### config.mk
export PLATFORM = sky130hd
export DESIGN_NAME = mtsr_top
export DESIGN_NICKNAME = d
export VERILOG_FILES = /design/src/shared/mtsr_pkg.sv /design/src/hw/mtsr_top.sv
export SDC_FILE = /design/constraint.sdc
export NUM_CORES = 1
export LEC_CHECK = 0
export BUFFER_PORTS_ARGS = -buffer_cell sky130_fd_sc_hd__buf_2
export CAP_MARGIN = 20
export CORE_MARGIN = 10
export CORE_UTILIZATION = 46
export DETAILED_ROUTE_END_ITERATION = 12
export PLACE_DENSITY = 0.83
export SKIP_LAST_GASP = 1
export SLEW_MARGIN = 20
export SYNTH_ARGS = -nofsm -noshare
export SYNTH_HDL_FRONTEND = slang
export SYNTH_SLANG_ARGS = --single-unit
### constraint.sdc
create_clock -name CLK_SYS -period 2.1 [get_ports CLK_SYS]
set_input_delay 0.42 -clock CLK_SYS [delete_from_list [all_inputs] [get_ports CLK_SYS]]
set_output_delay 0.42 -clock CLK_SYS [all_outputs]
set_load 0.005 [all_outputs]
### src/shared/mtsr_pkg.sv
// mtsr_pkg: register map, field positions and reset values shared by the
// transmit status / receive control block.
// assumes a 32-bit classic wishbone slave, one register per aligned word.
package mtsr_pkg;

   // -----------------------------------------------------------------
   // register word indices; byte address is index times four
   // -----------------------------------------------------------------
   localparam logic [7:0] TX_STATUS_IDX  = 8'h72; // printed offset
   localparam logic [7:0] RX_CTRL1_IDX   = 8'h74;
   localparam logic [7:0] IRQ_STATUS_IDX = 8'h80; // extra registers
   localparam logic [7:0] IRQ_MASK_IDX   = 8'h81;
   localparam logic [7:0] LINK_CTRL_IDX  = 8'h82;

   // -----------------------------------------------------------------
   // field positions
   // -----------------------------------------------------------------
   localparam int LATE_COLL_BIT  = 13;
   localparam int EXCESS_COLL_BIT = 12;
   localparam int TAG_MSB        = 5;
   localparam int FLUSH_BIT      = 15;
   localparam int UDP_CHK_BIT    = 14;
   localparam int TCP_CHK_BIT    = 13;
   localparam int IP_CHK_BIT     = 12;
   localparam int UNICAST_BIT    = 11;
   localparam int PAUSE_BIT      = 10;
   localparam int CRC_ACC_BIT    = 9;
   localparam int MULTICAST_BIT  = 8;
   localparam int RUN_BIT        = 0;
   localparam int CTRL_HI_LSB    = 8;

   // interrupt status bits
   localparam int IRQ_TX_DONE   = 0;
   localparam int IRQ_RX_DROP   = 1;
   localparam int IRQ_RX_ACCEPT = 2;
   localparam int IRQ_W         = 3;

   // -----------------------------------------------------------------
   // reset values and control write mask
   // -----------------------------------------------------------------
   localparam logic [15:0] RX_CTRL1_RESET  = 16'h0800;
   localparam logic [15:0] TX_STATUS_RESET = 16'h0000;
   localparam logic [15:0] CTRL1_WMASK     = 16'hff01;

   // receive states
   typedef enum logic [2:0] {
      MTSR_IDLE  = 3'b001,
      MTSR_FRAME = 3'b010,
      MTSR_FLUSH = 3'b100
   } mtsr_rx_state_t;

endpackage

### src/hw/mtsr_top.sv
// mtsr_top: last-frame transmit status word, upper receive control word,
// frame accept/drop decision, pause gating and an interrupt block.
// assumes the transmit engine, receive parser and pause timer live outside
// and report frame outcomes as one-cycle pulses on CLK_SYS.
//
// How it works
// - transmit status word is read only and describes the last sent frame.
// - bit 13 shows a late collision of that frame.
// - bit 12 shows the frame hit the maximum collision count.
// - bits 5..0 hold that frame's tag; all fields describe that frame.
// - while flush bit 15 is set, queue memory clears, frame pointer resets.
// - bit 14 enables udp checksum check; bad udp frames are dropped.
// - bit 13 enables tcp checksum check; bad tcp frames are dropped.
// - bit 12 enables ip header check; bad ip frames are dropped.
// - bit 11, reset one, accepts unicast frames passing the address filter.
// - full duplex and bit 10 hold transmit while pause timer runs.
// - bit 9 admits crc error frames; clear drops all of them.
// - bit 8 accepts multicast frames passing the address filter.
// - bit 0 starts reception; clearing stops after the current frame.
//
// The Wishbone slave port is this design's own decision.
`timescale 1ns/1ps
module mtsr_top
   import mtsr_pkg::*;
#(
   parameter int TAG_W = 6
) (
   input  wire logic              CLK_SYS,
   input  wire logic              RESET_N,
   // wishbone slave
   input  wire logic              WB_CYC_I,
   input  wire logic              WB_STB_I,
   input  wire logic              WB_WE_I,
   input  wire logic [9:0]        WB_ADR_I,
   input  wire logic [3:0]        WB_SEL_I,
   input  wire logic [31:0]       WB_DAT_I,
   output logic      [31:0]       WB_DAT_O,
   output logic                   WB_ACK_O,
   output logic                   WB_ERR_O,
   // transmit engine report
   input  wire logic              TX_DONE,
   input  wire logic              TX_LATE_COLL,
   input  wire logic              TX_EXCESS_COLL,
   input  wire logic [TAG_W-1:0]  TX_TAG,
   // receive parser verdict, valid with RX_END
   input  wire logic              RX_START,
   input  wire logic              RX_END,
   input  wire logic              RX_IS_UDP,
   input  wire logic              RX_IS_TCP,
   input  wire logic              RX_IS_IP,
   input  wire logic              RX_UDP_BAD,
   input  wire logic              RX_TCP_BAD,
   input  wire logic              RX_IP_BAD,
   input  wire logic              RX_CRC_BAD,
   input  wire logic              RX_UNICAST_HIT,
   input  wire logic              RX_MULTICAST_HIT,
   // pause timer state and duplex from the phy side
   input  wire logic              PAUSE_ACTIVE,
   input  wire logic              FULL_DUPLEX,
   // outputs to datapath
   output logic                   RX_ACCEPT,
   output logic                   RX_DROP,
   output logic                   RX_RUNNING,
   output logic                   RXQ_CLEAR,
   output logic                   TX_HOLD,
   output logic                   IRQ
);

   // -----------------------------------------------------------------
   // reset release
   // -----------------------------------------------------------------
   logic [1:0] rst_sync_q;
   logic       rst_n;

   // release in two stages so every flop leaves reset on the same edge
   always_ff @(posedge CLK_SYS or negedge RESET_N) begin
      if (!RESET_N) begin
         rst_sync_q <= 2'h0;
      end else begin
         rst_sync_q <= {rst_sync_q[0], 1'b1};
      end
   end
   assign rst_n = rst_sync_q[1];

   // -----------------------------------------------------------------
   // duplex pin synchroniser
   // -----------------------------------------------------------------
   logic [2:0] dup_sync_q;
   logic       full_dup_q;

   // third stage must agree with second before the level is believed
   always_ff @(posedge CLK_SYS or negedge rst_n) begin
      if (!rst_n) begin
         dup_sync_q <= 3'h0;
         full_dup_q <= 1'b0;
      end else begin
         dup_sync_q <= {dup_sync_q[1:0], FULL_DUPLEX};
         if (dup_sync_q[2] == dup_sync_q[1]) begin
            full_dup_q <= dup_sync_q[2];
         end
      end
   end

   // -----------------------------------------------------------------
   // registers and bus decode
   // -----------------------------------------------------------------
   logic [15:0]        tx_status_q;
   logic [15:0]        ctrl1_q;
   logic [IRQ_W-1:0]   irq_stat_q;
   logic [IRQ_W-1:0]   irq_mask_q;
   logic [IRQ_W-1:0]   irq_set;
   logic               bus_req;
   logic               hit_ctrl;
   logic               hit_stat;
   logic               hit_mask;
   logic               hit_tx;
   logic               mapped;
   logic [7:0]         word_idx;

   function automatic logic [15:0] lane_merge(input logic [15:0] old,
                                              input logic [31:0] data,
                                              input logic [3:0]  sel);
      lane_merge = old;
      if (sel[0]) lane_merge[7:0] = data[7:0];
      if (sel[1]) lane_merge[15:8] = data[15:8];
   endfunction

   assign word_idx = WB_ADR_I[9:2];
   assign bus_req  = WB_CYC_I && WB_STB_I && !WB_ACK_O && !WB_ERR_O;
   assign hit_tx   = (word_idx == TX_STATUS_IDX);
   assign hit_ctrl = (word_idx == RX_CTRL1_IDX);
   assign hit_stat = (word_idx == IRQ_STATUS_IDX);
   assign hit_mask = (word_idx == IRQ_MASK_IDX);
   assign mapped   = hit_tx || hit_ctrl || hit_stat || hit_mask;

   // one-cycle answer; unmapped words get err so software sees the slip
   always_ff @(posedge CLK_SYS or negedge rst_n) begin
      if (!rst_n) begin
         WB_ACK_O <= 1'b0;
         WB_ERR_O <= 1'b0;
         WB_DAT_O <= 32'h0;
      end else begin
         WB_ACK_O <= bus_req && mapped;
         WB_ERR_O <= bus_req && !mapped;
         WB_DAT_O <= 32'h0;
         if (bus_req && !WB_WE_I) begin
            if (hit_tx) WB_DAT_O <= {16'h0, tx_status_q};
            if (hit_ctrl) WB_DAT_O <= {16'h0, ctrl1_q};
            if (hit_stat) WB_DAT_O <= {29'h0, irq_stat_q};
            if (hit_mask) WB_DAT_O <= {29'h0, irq_mask_q};
         end
      end
   end

   // receive control word; lower bits other than run are not kept here
   always_ff @(posedge CLK_SYS or negedge rst_n) begin
      if (!rst_n) begin
         ctrl1_q <= RX_CTRL1_RESET;
      end else if (bus_req && WB_WE_I && hit_ctrl) begin
         ctrl1_q <= lane_merge(ctrl1_q, WB_DAT_I, WB_SEL_I) & CTRL1_WMASK;
      end
   end

   // -----------------------------------------------------------------
   // transmit status capture
   // -----------------------------------------------------------------
   // one write of the whole word so a read never mixes two frames
   always_ff @(posedge CLK_SYS or negedge rst_n) begin
      if (!rst_n) begin
         tx_status_q <= TX_STATUS_RESET;
      end else if (TX_DONE) begin
         tx_status_q <= 16'h0;
         tx_status_q[LATE_COLL_BIT] <= TX_LATE_COLL;
         tx_status_q[EXCESS_COLL_BIT] <= TX_EXCESS_COLL;
         tx_status_q[TAG_MSB:0] <= TX_TAG[TAG_MSB:0];
      end
   end

   // -----------------------------------------------------------------
   // receive run / flush state machine
   // -----------------------------------------------------------------
   mtsr_rx_state_t rx_state_q;
   logic           run_en;
   logic           flush_en;
   logic           verdict_ok;

   assign run_en   = ctrl1_q[RUN_BIT];
   assign flush_en = ctrl1_q[FLUSH_BIT];

   // a frame in flight finishes even if run is cleared meanwhile
   always_ff @(posedge CLK_SYS or negedge rst_n) begin
      if (!rst_n) begin
         rx_state_q <= MTSR_IDLE;
      end else begin
         unique case (rx_state_q)
            MTSR_IDLE: begin
               if (flush_en) begin
                  rx_state_q <= MTSR_FLUSH;
               end else if (run_en && RX_START) begin
                  rx_state_q <= MTSR_FRAME;
               end
            end
            MTSR_FRAME: begin
               if (RX_END) begin
                  rx_state_q <= MTSR_IDLE;
               end
            end
            MTSR_FLUSH: begin
               // software clears run first, then flush to resume
               if (!flush_en) begin
                  rx_state_q <= MTSR_IDLE;
               end
            end
            default: rx_state_q <= MTSR_IDLE;
         endcase
      end
   end

   // frame verdict from the enabled checks and filters
   always_comb begin
      verdict_ok = 1'b1;
      if (ctrl1_q[UDP_CHK_BIT] && RX_IS_UDP && RX_UDP_BAD) begin
         verdict_ok = 1'b0;
      end
      if (ctrl1_q[TCP_CHK_BIT] && RX_IS_TCP && RX_TCP_BAD) begin
         verdict_ok = 1'b0;
      end
      if (ctrl1_q[IP_CHK_BIT] && RX_IS_IP && RX_IP_BAD) begin
         verdict_ok = 1'b0;
      end
      if (!ctrl1_q[CRC_ACC_BIT] && RX_CRC_BAD) begin
         verdict_ok = 1'b0;
      end
      if (!((ctrl1_q[UNICAST_BIT] && RX_UNICAST_HIT) ||
            (ctrl1_q[MULTICAST_BIT] && RX_MULTICAST_HIT))) begin
         verdict_ok = 1'b0;
      end
   end

   // verdict pulses, one per finished frame
   always_ff @(posedge CLK_SYS or negedge rst_n) begin
      if (!rst_n) begin
         RX_ACCEPT  <= 1'b0;
         RX_DROP    <= 1'b0;
         RX_RUNNING <= 1'b0;
         RXQ_CLEAR  <= 1'b0;
      end else begin
         RX_ACCEPT  <= (rx_state_q == MTSR_FRAME) && RX_END && verdict_ok;
         RX_DROP    <= (rx_state_q == MTSR_FRAME) && RX_END && !verdict_ok;
         RX_RUNNING <= run_en || (rx_state_q == MTSR_FRAME);
         RXQ_CLEAR  <= flush_en;
      end
   end

   // -----------------------------------------------------------------
   // pause gating
   // -----------------------------------------------------------------
   // half duplex ignores the enable bit entirely
   always_ff @(posedge CLK_SYS or negedge rst_n) begin
      if (!rst_n) begin
         TX_HOLD <= 1'b0;
      end else begin
         TX_HOLD <= full_dup_q && ctrl1_q[PAUSE_BIT] && PAUSE_ACTIVE;
      end
   end

   // -----------------------------------------------------------------
   // interrupts
   // -----------------------------------------------------------------
   assign irq_set = {RX_ACCEPT, RX_DROP, TX_DONE};

   // write one clears; a same-cycle event wins over the clear
   always_ff @(posedge CLK_SYS or negedge rst_n) begin
      if (!rst_n) begin
         irq_stat_q <= '0;
         irq_mask_q <= '0;
      end else begin
         if (bus_req && WB_WE_I && hit_stat && WB_SEL_I[0]) begin
            irq_stat_q <= (irq_stat_q & ~WB_DAT_I[IRQ_W-1:0]) | irq_set;
         end else begin
            irq_stat_q <= irq_stat_q | irq_set;
         end
         if (bus_req && WB_WE_I && hit_mask && WB_SEL_I[0]) begin
            irq_mask_q <= WB_DAT_I[IRQ_W-1:0];
         end
      end
   end

   always_ff @(posedge CLK_SYS or negedge rst_n) begin
      if (!rst_n) begin
         IRQ <= 1'b0;
      end else begin
         IRQ <= |(irq_stat_q & irq_mask_q);
      end
   end

   // -----------------------------------------------------------------
   // checks
   // -----------------------------------------------------------------
   a_status_capture: assert property (
      @(posedge CLK_SYS) disable iff (!rst_n)
      TX_DONE |=> tx_status_q == {2'b00, $past(TX_LATE_COLL),
         $past(TX_EXCESS_COLL), 6'h00, $past(TX_TAG)})
      else $error("tx status word not captured whole");
   a_status_hold: assert property (
      @(posedge CLK_SYS) disable iff (!rst_n)
      !TX_DONE |=> $stable(tx_status_q))
      else $error("tx status changed without a frame");
   a_late_flag: assert property (
      @(posedge CLK_SYS) disable iff (!rst_n)
      TX_DONE && TX_LATE_COLL |=> tx_status_q[LATE_COLL_BIT])
      else $error("late collision flag missing");
   a_excess_flag: assert property (
      @(posedge CLK_SYS) disable iff (!rst_n)
      TX_DONE |=> tx_status_q[EXCESS_COLL_BIT] == $past(TX_EXCESS_COLL))
      else $error("excess collision flag wrong");
   a_flush_clear: assert property (
      @(posedge CLK_SYS) disable iff (!rst_n)
      flush_en |=> RXQ_CLEAR)
      else $error("flush did not clear queue");
   a_udp_drop: assert property (
      @(posedge CLK_SYS) disable iff (!rst_n)
      rx_state_q == MTSR_FRAME && RX_END && ctrl1_q[UDP_CHK_BIT]
      && RX_IS_UDP && RX_UDP_BAD |=> RX_DROP && !RX_ACCEPT)
      else $error("bad udp frame not dropped");
   a_tcp_drop: assert property (
      @(posedge CLK_SYS) disable iff (!rst_n)
      rx_state_q == MTSR_FRAME && RX_END && ctrl1_q[TCP_CHK_BIT]
      && RX_IS_TCP && RX_TCP_BAD |=> RX_DROP)
      else $error("bad tcp frame not dropped");
   a_ip_drop: assert property (
      @(posedge CLK_SYS) disable iff (!rst_n)
      rx_state_q == MTSR_FRAME && RX_END && ctrl1_q[IP_CHK_BIT]
      && RX_IS_IP && RX_IP_BAD |=> RX_DROP)
      else $error("bad ip frame not dropped");
   a_crc_drop: assert property (
      @(posedge CLK_SYS) disable iff (!rst_n)
      rx_state_q == MTSR_FRAME && RX_END && !ctrl1_q[CRC_ACC_BIT]
      && RX_CRC_BAD |=> !RX_ACCEPT)
      else $error("crc error frame accepted");
   a_filter_need: assert property (
      @(posedge CLK_SYS) disable iff (!rst_n)
      RX_ACCEPT |-> ($past(ctrl1_q[UNICAST_BIT]) && $past(RX_UNICAST_HIT)
      || $past(ctrl1_q[MULTICAST_BIT]) && $past(RX_MULTICAST_HIT)))
      else $error("frame accepted without filter hit");
   a_multi_ok: assert property (
      @(posedge CLK_SYS) disable iff (!rst_n)
      rx_state_q == MTSR_FRAME && RX_END && ctrl1_q[MULTICAST_BIT]
      && RX_MULTICAST_HIT && !RX_CRC_BAD
      && ctrl1_q[UDP_CHK_BIT:IP_CHK_BIT] == 3'h0 |=> RX_ACCEPT)
      else $error("multicast hit not accepted");
   a_pause_hold: assert property (
      @(posedge CLK_SYS) disable iff (!rst_n)
      TX_HOLD |-> $past(full_dup_q) && $past(ctrl1_q[PAUSE_BIT])
      && $past(PAUSE_ACTIVE))
      else $error("transmit held without pause");
   a_run_finish: assert property (
      @(posedge CLK_SYS) disable iff (!rst_n)
      rx_state_q == MTSR_FRAME && !RX_END |=> rx_state_q == MTSR_FRAME)
      else $error("frame in progress cut short");

endmodule

# == Yosys cells after proc, flatten, opt, wreduce, memory -nomap -nowiden ==
# Cells that the tools add are included.
# op_classes
eq_ne,11
muxes,16
bitwise,5
reduce_logical,42
# op_table
operator,n
2-to-1 mux 16 bit,3
2-to-1 mux 32 bit,1
logical AND 1 bit,27
equality test 8 x 7 -> 1 bit (second input constant),2
equality test 8 bit (second input constant),2
2-to-1 mux 3 bit,5
2-to-1 mux 14 bit,1
case mux 3 bit (3 select lines),1
bitwise AND 3 bit,2
logical NOT 1 bit,6
OR 3 bit,2
logical OR 1 bit,5
2-to-1 mux 1 bit,5
!= test 2 bit (second input constant),2
AND reduction 2 bit,2
equality test 3 x 1 -> 1 bit (second input constant),1
equality test 3 x 2 -> 1 bit (second input constant),1
equality test 3 bit (second input constant),1
!= test 3 bit (second input constant),1
inverter 3 bit,1
AND reduction 3 bit,1
OR reduction 3 bit,1
equality test 1 bit,1
# totals
ff_bits,72
inputBits,73
out_inout_bits,40
wordCells,92

# == Longest topological paths before layout ==
# Gate-level depths: netlist of the first run.
# depth
depth_word,9
depth_mapped,5
depth_no_buf,3

# == Worst setup path before layout of the first run ==
# OpenSTA, ideal clock, no wires.
# synth_path
kind,input-to-reg
startpoint,input port WB_ADR_I[7]
endpoint,register irq_mask_q[0]
arrival_time_ps,1786
t_required_ps,1975
setup_slack_ps,190
stages,4
path_buffers,1
path_cell_list,or4b_1 > clkbuf_1 > nor4_4 > mux2_2
# synth_via
elab_chain_cells,3
# synth_lines
item,line_no,text
from (decl),mtsr_top.sv:34,"input wire logic [9:0] WB_ADR_I,"
equality test 8 bit,mtsr_top.sv:133,assign hit_mask = (word_idx == IRQ_MASK_IDX);
logical AND 1 bit (2 in a row),mtsr_top.sv:283,if (bus_req && WB_WE_I && hit_mask && WB_SEL_I[0]) begin
to (signal assigned),mtsr_top.sv:284,irq_mask_q <= WB_DAT_I[IRQ_W-1:0];
to (decl),mtsr_top.sv:110,logic [IRQ_W-1:0] irq_mask_q;
# No other way between the ends.
# A chain may end at the register's enable or synchronous reset.

# == Worst setup path after layout of the first run ==
# layout_path
startpoint,input port WB_ADR_I[7]
endpoint,register irq_mask_q[1]
# Same word-level chain as after synthesis.

==> results_dict.tcl, run 1 <==
set metrics [dict create \
    status "finished, final reports clean" \
    grt_pass1_wl_um 9121 \
    cts_made_buffers 5 \
    power_density_mw_per_mm2 617.5 \
    cp.required_ps 2290 \
    r2r-start "WB_ERR_O" \
    postSynthAreaPerCell_um2 11.34 \
    die_area_mm2 0.008578 \
    synth_commonest_cells "52 x dfrtp_1, 18 x buf_4, 17 x inv_1" \
    dp_hpwl_um 4591 \
    layout-drive-gt1-share_pct 40.00 \
    area_growth_pct 22.07 \
    worstHoldEndpoint "dup_sync_q[0]" \
    start_kind "primary input" \
    maxSlewViolCount 0 \
    clock_latency_ps 300 \
    die-width_um 92.62 \
    wl_um 5568 \
    tightest_slew_ps 504.3 \
    clkTransAtPathRegs_ps 90 \
    arrival_ps 1970 \
    synth_top_cell_area_share_pct 53.64 \
    die_h_um 92.62 \
    async_flop_share_pct 100.0 \
    setup_ws_ps 319.7 \
    synth_seq_cells 54 \
    place_congestion 0.9295 \
    period_share_pct 84.78 \
    synthAdderAreaFrac_pct 0.4126 \
    yosysSeqAreaShare_pct 55.80 \
    drc 0 \
    grt_pass1_vias 1982 \
    muxShareOfSynthArea_pct 6.962 \
    rsz0062_at_grt "no" \
    track_usage_pct 13.03 \
    drt_pass1_iterations 5 \
    synth_edf_count 0 \
    setup_tns_ps 0 \
    nets 367 \
    cp-end-kind "flip-flop" \
    synthFlopType "dfrtp_1" \
    min_period_ps 1780 \
    worstPathMaxFanout 6 \
    setup_viol 0 \
    antenna_found_initial 0 \
    routed-via-count 1825 \
    final_hold_viol_count 0 \
    fp.coreArea_mm2 0.005107 \
    cts_root_buf "clkbuf_8" \
    slew_headroom_pct 66.38 \
    placementRows 26 \
    io_pins 113 \
    synth.most_common_cell "dfrtp_1" \
    clock-sinks 54 \
    synth_compound_area_share_pct 7.323 \
    synth_cells 214 \
    ir_worst_vdd_mv 0.4167 \
    synth-xor-area-share_pct 0.3610 \
    grt_overflow_total 0 \
    max_freq_mhz 561.7 \
    ant_nets 0 \
    grt_max_degree 32 \
    synthTopCellsByArea "dfrtp_1 54%, mux2_2 7.0%, buf_4 5.6%" \
    synth.distinct_cells 46 \
    total_leakage_power_nw 1.482 \
    min_from "FULL_DUPLEX" \
    r2r_setup_slack_ps 390 \
    cts_max_path_buffers 2 \
    htreeDepth 2 \
    cts_tree "done" \
    maxCapViolations 0 \
    initial_utilization_pct 47.50 \
    num_antenna_cells 0 \
    worstReg2RegEnd "WB_DAT_O[14]" \
    yosysTopAreaCell "dfrtp_1" \
    via_per_inst 5.000 \
    fin_skew_ps 8.690 \
    whs_path_depth 1 \
    synth_top_family_by_area "simple AND/OR/NAND/NOR gates" \
    hp-class "in2reg" \
    initialDrtViolationCount 68 \
    pre_cts_ws_ps -6.042 \
    ys_warn_count 0 \
    worst_r2r_path_depth 4 \
    yosys.area_share.simple_pct 18.88 \
    wl_per_cell_um 15.25 \
    path_class "in2reg" \
    syn_area_mm2 0.002426 \
    port-buffer-count 69 \
]
==> final cells by class <==
type | count | area [µm²]
flip-flops and latches | 54 | 1355
repair buffers | 83 | 465.4
multi-input cells | 133 | 894.6
clock buffers | 7 | 86.33
clock inverters | 1 | 8.758
fillers | 448 | 2146
inverters | 17 | 63.81
well taps | 70 | 87.58
==> through the flow <==
stage | hold WS (ps) | instances | power (mW) | utilization (%) | area (µm²)
after global placement | 207.1 | 356 | 1.258 | 55.93 | 2856
final | 226.5 | 365 | 1.829 | 57.99 | 2962
after global routing | 212.6 | 365 | 1.924 | 57.99 | 2962
after CTS | 215.5 | 365 | 1.856 | 57.99 | 2962
after detailed placement | 206.1 | 356 | 1.264 | 55.93 | 2856
after floorplan | 124.4 | 231 | 1.198 | - | 2490
==> cell families (layout without fill, tap and decap cells) <==
group,Yosys count,after routing
compound gates,24,24
xor+xnor,1,1
fa+ha+maj,1,1
buf+inv,44,108
flops,54,54
mux,15,15
other cells,2,19
simple gates,73,73
==> critical path, stage by stage <==
cell	delay [ps]
buf_2	110
or4b_1	670
nor4_4	390
mux2_2	380
==> where the power goes <==
group          leakage [nW]  switching, mW  internal (mW)
logic                 0.733         0.0873         0.0735
clock network        0.0489          0.312          0.273
registers             0.700         0.0188           1.06
total                  1.48          0.418           1.41
==> state kept, by name, summed over array words and instances, names as in the netlist, 2 cells and up <==
| signal | cells |
|---|---|
| WB_DAT_O | 14 |
| ctrl1_q | 9 |
| tx_status_q | 8 |
| dup_sync_q | 3 |
| irq_mask_q | 3 |
| irq_stat_q | 3 |
| rx_state_q | 3 |
| rst_sync_q | 2 |
==> layout by cell type, fill, tap and decap left out, types with 2 or more instances in the layout <==
master	count
nand2_1	9
inv_1	17
o21ai_0	5
a31oi_1	3
nand3b_1	4
a211oi_1	2
nor4_4	2
conb_1	19
nand3_1	4
nor4_1	6
buf_2	69
mux2_2	15
buf_4	12
dfrtp_1	51
nor2_1	11
nand2b_1	4
nor3_1	14
clkbuf_8	6
o221a_2	3
nor2b_1	3
or2_2	2
a22oi_1	5
dfstp_2	2
==> metal layers <==
| metal | GRT usage, % | vias up | routed length [µm] |
|---|---|---|---|
| met3 | 4.762 | 7 | 512 |
| met4 | 4.627 | 0 | 75 |
| li1 | - | 873 | - |
| met1 | 15.16 | 866 | 2272 |
| met2 | 21.65 | 79 | 2708 |
| met5 | 0 | - | 0 |
==> worst max path at each step <==
stage,from,depth (start not counted),slack [ps],end
floorplan,WB_ADR_I[7],4,190,irq_mask_q[0]
global placement,WB_ADR_I[7],4,10,irq_mask_q[1]
detailed placement,WB_ADR_I[5],4,-6,irq_mask_q[1]
CTS,WB_ADR_I[5],4,320,irq_mask_q[1]
global route,WB_ADR_I[7],4,270,irq_mask_q[2]
finish,WB_ADR_I[7],4,320,irq_mask_q[1]
==> timing repair <==
item | 4_1_cts | 5_1_grt
setup buffers | 0 | 0
hold buffers | 1 | 0
hold endpoints to repair | 2 | 0
resized for setup | 0 | 0
Note: power is estimated with default switching activity, not from simulation.
==> run 2, diff against run 1 <==
==> constraint.sdc (replaced) <==
create_clock -name CLK_SYS -period 1.85 [get_ports CLK_SYS]
set_input_delay 0.37 -clock CLK_SYS [delete_from_list [all_inputs] [get_ports CLK_SYS]]
set_output_delay 0.37 -clock CLK_SYS [all_outputs]
set_load 0.005 [all_outputs]
==> run 2 against run 1 <==
Highest routed layer unchanged. Power rose by 16%. Register-to-register slack got worse by 240 ps. First-iteration DRC count is 13% lower. Via count decreased by 2.2%.
==> results_dict.tcl, run 2 (synthesized netlist as in run 1, its figures left out) <==
set metrics [dict create \
    cts_max_path_buffers 2 \
    cp-end-kind "flip-flop" \
    layout-drive-gt1-share_pct 40.54 \
    cp_cell_sequence "buf_2, or4b_2, nor4_4, mux2_2" \
    htreeDepth 2 \
    critPathMaxStageDelay_ps 710 \
    cts-hold-fix-buffers 1 \
    track_usage_pct 13.59 \
    clock-sinks 54 \
    combPwrFrac_pct 8.7 \
    grt_pass1_wl_um 9390 \
    setup_ws_ps 142.9 \
    final_common_cell "buf_2" \
    die_h_um 92.62 \
    ant_nets 0 \
    fp.coreArea_mm2 0.005107 \
    dp_hpwl_um 4579 \
    initialDrtViolationCount 59 \
    ir_worst_vdd_mv 0.4522 \
    worstPathMaxFanout 3 \
    path_delay_family "simple AND/OR/NAND/NOR gates" \
    cts_setup_buffers 0 \
    num_antenna_cells 0 \
    rsz0062_at_grt "no" \
    area_growth_pct 22.80 \
    ctsResizeCount 0 \
    period_share_pct 92.27 \
    die-width_um 92.62 \
    cts_made_buffers 5 \
    initial_utilization_pct 47.50 \
    setup_tns_ps 0 \
    place_congestion 0.8758 \
    layout_common_cells "69 x buf_2, 51 x dfrtp_1, 19 x conb_1" \
    pwr-share-seq_pct 58.1 \
    cts_root_buf "clkbuf_8" \
    antenna_found_initial 0 \
    pwr-share-clk_pct 33.2 \
    fin_skew_ps 9.381 \
    drt_pass1_iterations 4 \
    status "finished, final reports clean" \
    cts_tree "done" \
    io_pins 113 \
    start_kind "primary input" \
    critPathLaunch "WB_ADR_I[5]" \
    hp-class "in2reg" \
    p_sw_mw 0.4776 \
    via_per_inst 4.874 \
    grt_overflow_total 0 \
    setup_viol 0 \
    min_from "FULL_DUPLEX" \
    worstHoldEndpoint "dup_sync_q[0]" \
    p_int_mw 1.637 \
    switching_share_pct 22.59 \
    pre_cts_ws_ps -184.1 \
    drc 0 \
    top_regs "WB_DAT_O (14), ctrl1_q (9), tx_status_q (8)" \
    wl_um 5602 \
    placementRows 26 \
    clock_latency_ps 290 \
    path_class "in2reg" \
    cp_num_buf_inv 1 \
    grt_max_degree 33 \
    maxCapViolations 0 \
    port-buffer-count 69 \
    cp.required_ps 2040 \
    nets 368 \
    final_hold_viol_count 0 \
    slowest_stage "or4b_2" \
    largest_reg_flops 14 \
    r2r_setup_slack_ps 150 \
    whs_path_depth 1 \
    arrival_ps 1900 \
    die_area_mm2 0.008578 \
    min_period_ps 1707 \
    worst_r2r_path_depth 5 \
    r2r-start "WB_ERR_O" \
    routed-via-count 1784 \
    grt_pass1_vias 1937 \
    worstReg2RegEnd "ctrl1_q[13]" \
    power_density_mw_per_mm2 709.7 \
    wl_per_cell_um 15.31 \
    maxSlewViolCount 0 \
    max_freq_mhz 585.8 \
    clkTransAtPathRegs_ps 90 \
    regMostFlops "WB_DAT_O" \
    total_leakage_power_nw 1.492 \
    power_mw 2.114 \
]
-- run 2: cell types whose count changed in the layout (fill, tap and decap cells not counted), sizes merged --
cell / previous run / this run
inv: 18 / 17
buf: 82 / 83
clkinv: 0 / 1
-- run 2: worst max path at each step --
stage                          endpoint  slack (ps)  cells after the start
after floorplan           irq_mask_q[0]          20                      3
after global placement    irq_mask_q[1]        -170                      4
after detailed placement  irq_mask_q[2]        -180                      4
after CTS                   ctrl1_q[13]         130                      5
after global routing        WB_DAT_O[4]          70                      4
final                     irq_mask_q[2]         140                      4
-- run 2: layout make-up --
cell class,count,area [µm²]
Tap cell,70,87.58
Timing Repair Buffer,84,473.0
Sequential cell,54,1355
Inverter,17,63.81
Clock buffer,7,96.34
Fill cell,465,2128
Clock inverter,1,8.758
Multi-Input combinational cell,133,894.6
-- run 2: layer usage --
metal,vias to the layer above,GRT usage [%],routed length (µm)
met5,-,0,0
met4,0,5.141,98
met3,6,5.004,427
met2,62,22.59,2726
met1,846,15.65,2351
li1,870,-,-
-- run 2: stage by stage --
step	area [µm²]	hold WS, ps	std cells	util (%)
detailed placement	2864	157.5	357	56.08
finish	2979	179.9	366	58.33
global placement	2864	156.8	357	56.08
floorplan	2491	74.41	231	-
CTS	2979	166.9	366	58.33
global route	2979	155.1	366	58.33
-- run 2: power by group through the flow --
| stage | clock, mW | combinational [mW] | sequential [mW] |
|---|---|---|---|
| floorplan | 0 | 0.103 | 1.26 |
| finish | 0.702 | 0.184 | 1.23 |
| CTS | 0.727 | 0.184 | 1.23 |
| detailed placement | 0 | 0.181 | 1.25 |
| global route | 0.784 | 0.208 | 1.23 |
| global placement | 0 | 0.176 | 1.25 |
